File: src/design/rcix_pkg.sv
// Purpose: constants for the receive code interrupt status/enable block
// Assumes: plain register port, 16-bit byte address, 8-bit data
// Notes: enable register offset is arbitrary, placed next to status
//
// Functional notes
// - with its enable set, any change of the interworking state latches status bit 4.
// - latched change flags stay one until the status register is read, then clear.
// - enable bit 4 gates the interworking change interrupt, read/write, resets to zero.
// - enable bit 6 gates the auxiliary pattern change interrupt, read/write, resets to zero.
// - with its enable set, both start and end of aux pattern detection raise the interrupt.
// - status bit 6 is the aux pattern change flag, cleared on read, reset to zero.
// - status bit 7 shows live whether the aux pattern is being detected.
// - status bit 5 shows the interworking state declared by the alternate alignment search.
`default_nettype none

package rcix_pkg;
    localparam int ADDR_W = 16;
    localparam int DATA_W = 8;
    localparam logic [15:0] STATUS_OFS = 16'h0b0a;
    localparam logic [15:0] ENABLE_OFS = 16'h0b0b;
    localparam int BIT_IW_FLAG = 4;
    localparam int BIT_IW_STATE = 5;
    localparam int BIT_AUX_FLAG = 6;
    localparam int BIT_AUX_LIVE = 7;
    localparam logic [7:0] ENABLE_MASK = 8'h50;
    localparam logic [7:0] RESET_VAL = 8'h00;
    localparam int ALIGN_TIMEOUT_MS = 400;
endpackage : rcix_pkg

`default_nettype wire

File: src/design/rcix_irq.sv
// Purpose: interrupt status and enable for interworking and aux pattern changes
// Assumes: state inputs synchronous to mclk; 400 ms search done upstream
// Notes: read data valid the cycle after the read strobe
`default_nettype none

module rcix_irq (
    input wire logic mclk,
    input wire logic sys_rst,
    input wire logic clkEn,
    input wire logic [rcix_pkg::ADDR_W-1:0] regAddr,
    input wire logic [rcix_pkg::DATA_W-1:0] regWdata,
    input wire logic regWr,
    input wire logic regRd,
    output logic [rcix_pkg::DATA_W-1:0] regRdata,
    input wire logic alt_align_algo_en,
    input wire logic interwork_state,
    input wire logic aux_pattern_present,
    output logic irqOut
);
    import rcix_pkg::*;

    logic [DATA_W-1:0] enable_q;
    logic interwork_change_flag_q;
    logic aux_pattern_change_flag_q;
    logic iwState_q;
    logic auxLive_q;
    logic [DATA_W-1:0] rdata_q;
    logic irq_q;
    logic iwCur;
    logic iwChange;
    logic auxChange;
    logic statusRd;
    logic interwork_change_irq_en;
    logic aux_pattern_change_irq_en;

    // =========================================
    // event detection
    assign iwCur = interwork_state & alt_align_algo_en;
    assign iwChange = iwCur ^ iwState_q;
    assign auxChange = aux_pattern_present ^ auxLive_q;
    assign statusRd = regRd && (regAddr == STATUS_OFS);
    assign interwork_change_irq_en = enable_q[BIT_IW_FLAG];
    assign aux_pattern_change_irq_en = enable_q[BIT_AUX_FLAG];

    always_ff @(posedge mclk)
    begin
        if (sys_rst)
        begin
            iwState_q <= 1'b0;
            auxLive_q <= 1'b0;
        end
        else if (clkEn)
        begin
            iwState_q <= iwCur;
            auxLive_q <= aux_pattern_present;
        end
    end

    // =========================================
    // enable register
    always_ff @(posedge mclk)
    begin
        if (sys_rst)
            enable_q <= RESET_VAL;
        else if (clkEn && regWr && (regAddr == ENABLE_OFS))
            enable_q <= regWdata & ENABLE_MASK;
    end

    // =========================================
    // sticky flags; a new event wins over the clearing read
    always_ff @(posedge mclk)
    begin
        if (sys_rst)
            interwork_change_flag_q <= 1'b0;
        else if (clkEn)
        begin
            if (iwChange && interwork_change_irq_en)
                interwork_change_flag_q <= 1'b1;
            else if (statusRd)
                interwork_change_flag_q <= 1'b0;
        end
    end

    always_ff @(posedge mclk)
    begin
        if (sys_rst)
            aux_pattern_change_flag_q <= 1'b0;
        else if (clkEn)
        begin
            if (auxChange && aux_pattern_change_irq_en)
                aux_pattern_change_flag_q <= 1'b1;
            else if (statusRd)
                aux_pattern_change_flag_q <= 1'b0;
        end
    end

    // =========================================
    // read path
    always_ff @(posedge mclk)
    begin
        if (sys_rst)
            rdata_q <= RESET_VAL;
        else if (clkEn)
        begin
            rdata_q <= RESET_VAL;
            if (regRd && (regAddr == STATUS_OFS))
            begin
                rdata_q[BIT_AUX_LIVE] <= auxLive_q;
                rdata_q[BIT_AUX_FLAG] <= aux_pattern_change_flag_q;
                rdata_q[BIT_IW_STATE] <= iwState_q;
                rdata_q[BIT_IW_FLAG] <= interwork_change_flag_q;
            end
            else if (regRd && (regAddr == ENABLE_OFS))
                rdata_q <= enable_q;
        end
    end

    // flags only set when enabled, yet each flag is gated by its enable bit here as well
    always_ff @(posedge mclk)
    begin
        if (sys_rst)
            irq_q <= 1'b0;
        else if (clkEn)
            irq_q <= (interwork_change_flag_q & interwork_change_irq_en)
                   | (aux_pattern_change_flag_q & aux_pattern_change_irq_en);
    end

    assign regRdata = rdata_q;
    assign irqOut = irq_q;
endmodule : rcix_irq

`default_nettype wire

File: config.mk
export PLATFORM = sky130hd
export DESIGN_NAME = rcix_irq
export DESIGN_NICKNAME = d
export VERILOG_FILES = /design/src/design/rcix_pkg.sv /design/src/design/rcix_irq.sv
export SDC_FILE = /design/constraint.sdc
export NUM_CORES = 1
export LEC_CHECK = 0
export ABC_AREA = 1
export BUFFER_PORTS_ARGS = -buffer_cell sky130_fd_sc_hd__buf_2
export CAP_MARGIN = 40
export CORE_MARGIN = 1.5
export CORE_UTILIZATION = 36
export DETAILED_ROUTE_END_ITERATION = 10
export PLACE_DENSITY_LB_ADDON = 0.2
export SLEW_MARGIN = 10
export SYNTH_ARGS = -nofsm -noshare
export SYNTH_HDL_FRONTEND = slang
export SYNTH_SLANG_ARGS = --single-unit
File: constraint.sdc
create_clock -name mclk -period 1.7 [get_ports mclk]
set_input_delay 0.34 -clock mclk [delete_from_list [all_inputs] [get_ports mclk]]
set_output_delay 0.34 -clock mclk [all_outputs]
set_load 0.03 [all_outputs]
== Word level (Yosys, flattened, before mapping) ==
Cells that the tools add are included.
Word-level totals
  register bits: 15
  input bits: 32
  output and inout port bits: 9
  logic and storage cells: 31
Operators by class
  equal/unequal tests: 2
  muxes and demuxes: 6
  bitwise gates (word level): 6
  reductions and logical operators: 10
Operator list (count)
  16-bit by 12-bit equality test with 1-bit output (second input constant): 2
  4-bit two-way mux: 2
  7-bit two-way mux: 1
  1-bit logical AND: 6
  2-bit AND reduction: 2
  2-bit nonzero test: 2
  1-bit AND: 3
  1-bit two-way mux: 3
  1-bit XOR: 2
  1-bit OR: 1

== Depth between registers and ports, before layout ==
  depth in word-level cells: 5
  depth in mapped cells: 9
  gate-level depth less buffers: 9

== Worst setup path after synthesis ==
OpenSTA, ideal clock, no wires.
  path type: input port to flip-flop
  from: input port regAddr[7] (netlist name)
  to: register rdata_q[6] (netlist: regRdata[6])
  library setup time: 0.114 ns
  arrival: 0.946 ns
  data required time: 1.586 ns
  setup slack: 0.640 ns
  stages: 8
  path buffers: 0
  cell sequence: nor2_2 -> nand2_2 -> nor2_2 -> nand3_1 -> nand2_1 -> nor2_1 -> nor2_1 -> nor2_1
Between the ends
  word-level cells in the longest chain between the ends: 4
  elaborated cells on any way between the ends: 6
  classes of those cells: eq/ne (2); mux (2); reduce/logical (2)
Ends and longest elaborated chain
  from (decl): line rcix_irq.sv:10  | input wire logic [rcix_pkg::ADDR_W-1:0] regAddr,
  16-bit by 12-bit equality test with 1-bit output: line rcix_irq.sv:113  | else if (regRd && (regAddr == ENABLE_OFS))
  1-bit logical AND: line rcix_irq.sv:113
  7-bit two-way mux: line rcix_irq.sv:113
  4-bit two-way mux (*): line rcix_irq.sv:106  | if (regRd && (regAddr == STATUS_OFS))
  to (signal, indexed assignment): line rcix_irq.sv:108  | rdata_q[BIT_AUX_LIVE] <= auxLive_q;
  to (signal, indexed assignment): line rcix_irq.sv:109  | rdata_q[BIT_AUX_FLAG] <= aux_pattern_change_flag_q;
  to (signal assigned): line rcix_irq.sv:114  | rdata_q <= enable_q;
  to (decl): line rcix_irq.sv:27  | logic [DATA_W-1:0] rdata_q;
Every way passes the cells marked *; elsewhere a longest branch is shown, timed or not.
A chain may end at the register's enable or synchronous reset.

== Worst setup path in the final report ==
  from: register rdata_q[4] (netlist: regRdata[4])
  to: output port regRdata[4] (netlist name)
RTL lines
  from (signal, indexed assignment): line rcix_irq.sv:108
  from (signal, indexed assignment): line rcix_irq.sv:109
  from (signal, indexed assignment): line rcix_irq.sv:110  | rdata_q[BIT_IW_STATE] <= iwState_q;
  to (decl): line rcix_irq.sv:14  | output logic [rcix_pkg::DATA_W-1:0] regRdata,
No word-level cell between the ends.

==> run_results.csv <==
group,metric,value,unit
place,port_buffers,30,
power,irDropWorstVdd,0.405,mV
drt,routed_wl,1420,um
global_route,grt_max_degree,12,
power,p_sw,134,uW
drt,vias,718,
drt,remaining_drc_errors,0,
power,leakagePower,0.419,nW
cts,h-tree-depth,1,
setup_path,crit_path_start_kind,"flip-flop",
power,p_int,382,uW
cts,cts_tree,"done",
setup_path,ff2ff_path_depth,3,
setup_path,r2r-end,"interwork_change_flag_q",
global_route,grt-ovfl-total,0,
sta,slew_viol_final,0,
drt,ant_nets,0,
logic_synthesis,synth-edff-count,0,
place,gp_congestion,0.724,
cells_and_area,drive_above_1_share,0.336,
global_route,grt_pass1_wl,2160,um
logic_synthesis,netlist_top_cells_area,"dfxtp_1 32%, nand2_1 18%, nand4_1 7.3%, nor2_1 6.0%, buf_4 5.5%",
setup_path,rrSetupSlack,0.83,ns
logic_synthesis,synthArstFlopShare,0,
sta,fin_crit_sh,0.674,
sta,rsz0062_at_grt,"false",
logic_synthesis,synth_top_area_cell,"dfxtp_1",
drt,dr.pass1.iters,4,
sta,setup_viol,0,
floorplanning,coreArea,1760,um^2
cts,cts_hold_buf,0,
floorplanning,die_w,46.6,um
cts,cts_buffers,3,
power,power_density,598,nW/um^2
logic_synthesis,yosysMostFrequentCell,"nand2_1",
logic_synthesis,ys.flop_type,"dfxtp_1",
setup_path,cp_max_fo,2,
min_path,holdCritPathClass,"in -> reg",
cts,post_cts_buffers,0,
logic_synthesis,synth.top_cell.area_share,0.322,
place,dpl.hpwl,1180,um
cts,cts_sinks,11,
setup_path,cp_slowest_stage_delay,0.34,ns
run_status,status,"complete, no violations",
power,pwr-share-clk,0.337,
cts,cts_resized,0,
logic_synthesis,syn_inst,106,
logic_synthesis,ys_ff_latch,11,
sta,fmax,873,MHz
floorplanning,num_rows,15,
setup_path,path_buf_inv,1,
min_path,hold_path_depth,3,
global_route,track_usage,0.143,
power,p_seq_frac,0.510,
sta,finalSetupTns,0,ns
run,maxCapViolations,0,
floorplanning,ios,41,
setup_path,reg2reg_from,"iwState_q",
logic_synthesis,yosysSeqAreaShare,0.322,
cells_and_area,area_growth,25.8,%
floorplanning,die_height,46.6,um
min_path,min_from,"aux_pattern_present",
sta,hold_viol,0,
logic_synthesis,yosysWarningCount,0,
cts,clockBufferDepth,2,
cts,clk_pin_slew,0.07,ns
sta,skew,0.00258,ns
power,swShare,0.259,
cells_and_area,antenna_cells,0,
global_route,first_global_vias,578,
setup_path,cp_cell_sequence,"buf_2",
power,comb_power_share,0.152,
logic_synthesis,ys_top_cells_by_count,"32 x nand2_1, 11 x dfxtp_1, 11 x nor2_1, 10 x inv_1, 8 x nand4_1",
cells_and_area,finalNetCount,170,
logic_synthesis,syn_area,684,um^2
setup_path,path_delay_family,"flip-flops",
drt,drt_iter0_drc,7,
global_route,antenna_found_initial,0,
logic_synthesis,synth.distinct_cells,21,
cts,root_buffer,"clkbuf_4",
sta,finalCriticalPeriod,1.15,ns
floorplanning,die-area,2170,um^2
setup_path,critPathCaptureType,"output pin",
floorplanning,start_util,0.388,
drt,vias_per_cell,4.43,
sta,fin_hold_ws,0.346,ns
setup_path,crit_required,1.36,ns
drt,routedWlPerCell,8.73,um
setup_path,worstSetupPathType,"reg -> out",
setup_path,arrival,0.81,ns
min_path,holdPathEnd,"auxLive_q",
setup_path,cp_slowest_cell,"dfxtp_1",
logic_synthesis,syn_avg_cell_area,6.46,um^2
cts,clock_latency,0.26,ns
## routing by layer
layer | up-vias | global-route usage | wire, um
met3 | 2 | 0.0353 | 103
met1 | 299 | 0.161 | 646
met4 | 0 | 0.0857 | 16
met5 | - | 0 | 0
li1 | 392 | - | -
met2 | 25 | 0.242 | 649
## logic make-up after synthesis
logic type	share of synthesized area
buffers and inverters	0.133
DFF	0.322
and+or+nand+nor	0.426
xor gates and xnor gates	0.0128
other	0.00548
AOI/OAI and AO/OA	0.101
## area by class of cell
type	count	area, um^2
Fill cell	197	903
Inverter	13	48.8
Multi-Input combinational cell	79	384
Timing Repair Buffer	30	150
Sequential cell	11	220
Tap cell	25	31.3
Clock buffer	4	26.3
## power by group through the flow
stage,Clock [mW],Sequential [mW],Combinational (mW)
after global placement,0,0.269,0.0775
after CTS,0.183,0.263,0.0791
after floorplan,0,0.268,0.0521
final,0.174,0.263,0.0785
after global routing,0.191,0.263,0.0885
after detailed placement,0,0.269,0.0790
## metrics by stage
stage | setup WS, ns | utilization | std cells | area, um^2 | power [mW]
floorplan | 0.640 | - | 109 | 696 | 0.320
global placement | 0.448 | 0.473 | 158 | 835 | 0.346
detailed placement | 0.421 | 0.473 | 158 | 835 | 0.348
CTS | 0.542 | 0.488 | 162 | 861 | 0.525
global route | 0.511 | 0.488 | 162 | 861 | 0.543
finish | 0.554 | 0.488 | 162 | 861 | 0.515
## worst max path at each step
stage                      from           to  depth (start not counted)
floorplan            regAddr[7]  regRdata[6]                          8
global placement    regAddr[10]  regRdata[4]                          9
detailed placement  regAddr[12]  regRdata[4]                          9
CTS                 regRdata[4]  regRdata[4]                          1
global route        regRdata[4]  regRdata[4]                          1
finish              regRdata[4]  regRdata[4]                          1
## flip-flops by register name (all words and copies together) (netlist names)
signal	count
regRdata	4
iwState_q	1
irqOut	1
aux_pattern_change_flag_q	1
enable_q	2
auxLive_q	1
interwork_change_flag_q	1
## worst reg2reg max path: stages (launching register included)
cell	delay (ns)
dfxtp_1	0.33
xor2_1	0.16
or2_0	0.19
a21oi_1	0.13
## cell usage in the layout (no fill, tap or decap), types with 4 or more instances in the layout
| master | n |
|---|---|
| a21oi_1 | 6 |
| nand4_1 | 8 |
| nor2_2 | 5 |
| inv_1 | 10 |
| nand2_1 | 32 |
| nor2_1 | 11 |
| conb_1 | 4 |
| buf_2 | 30 |
| dfxtp_1 | 11 |
Power figures use the tool's default switching activity.
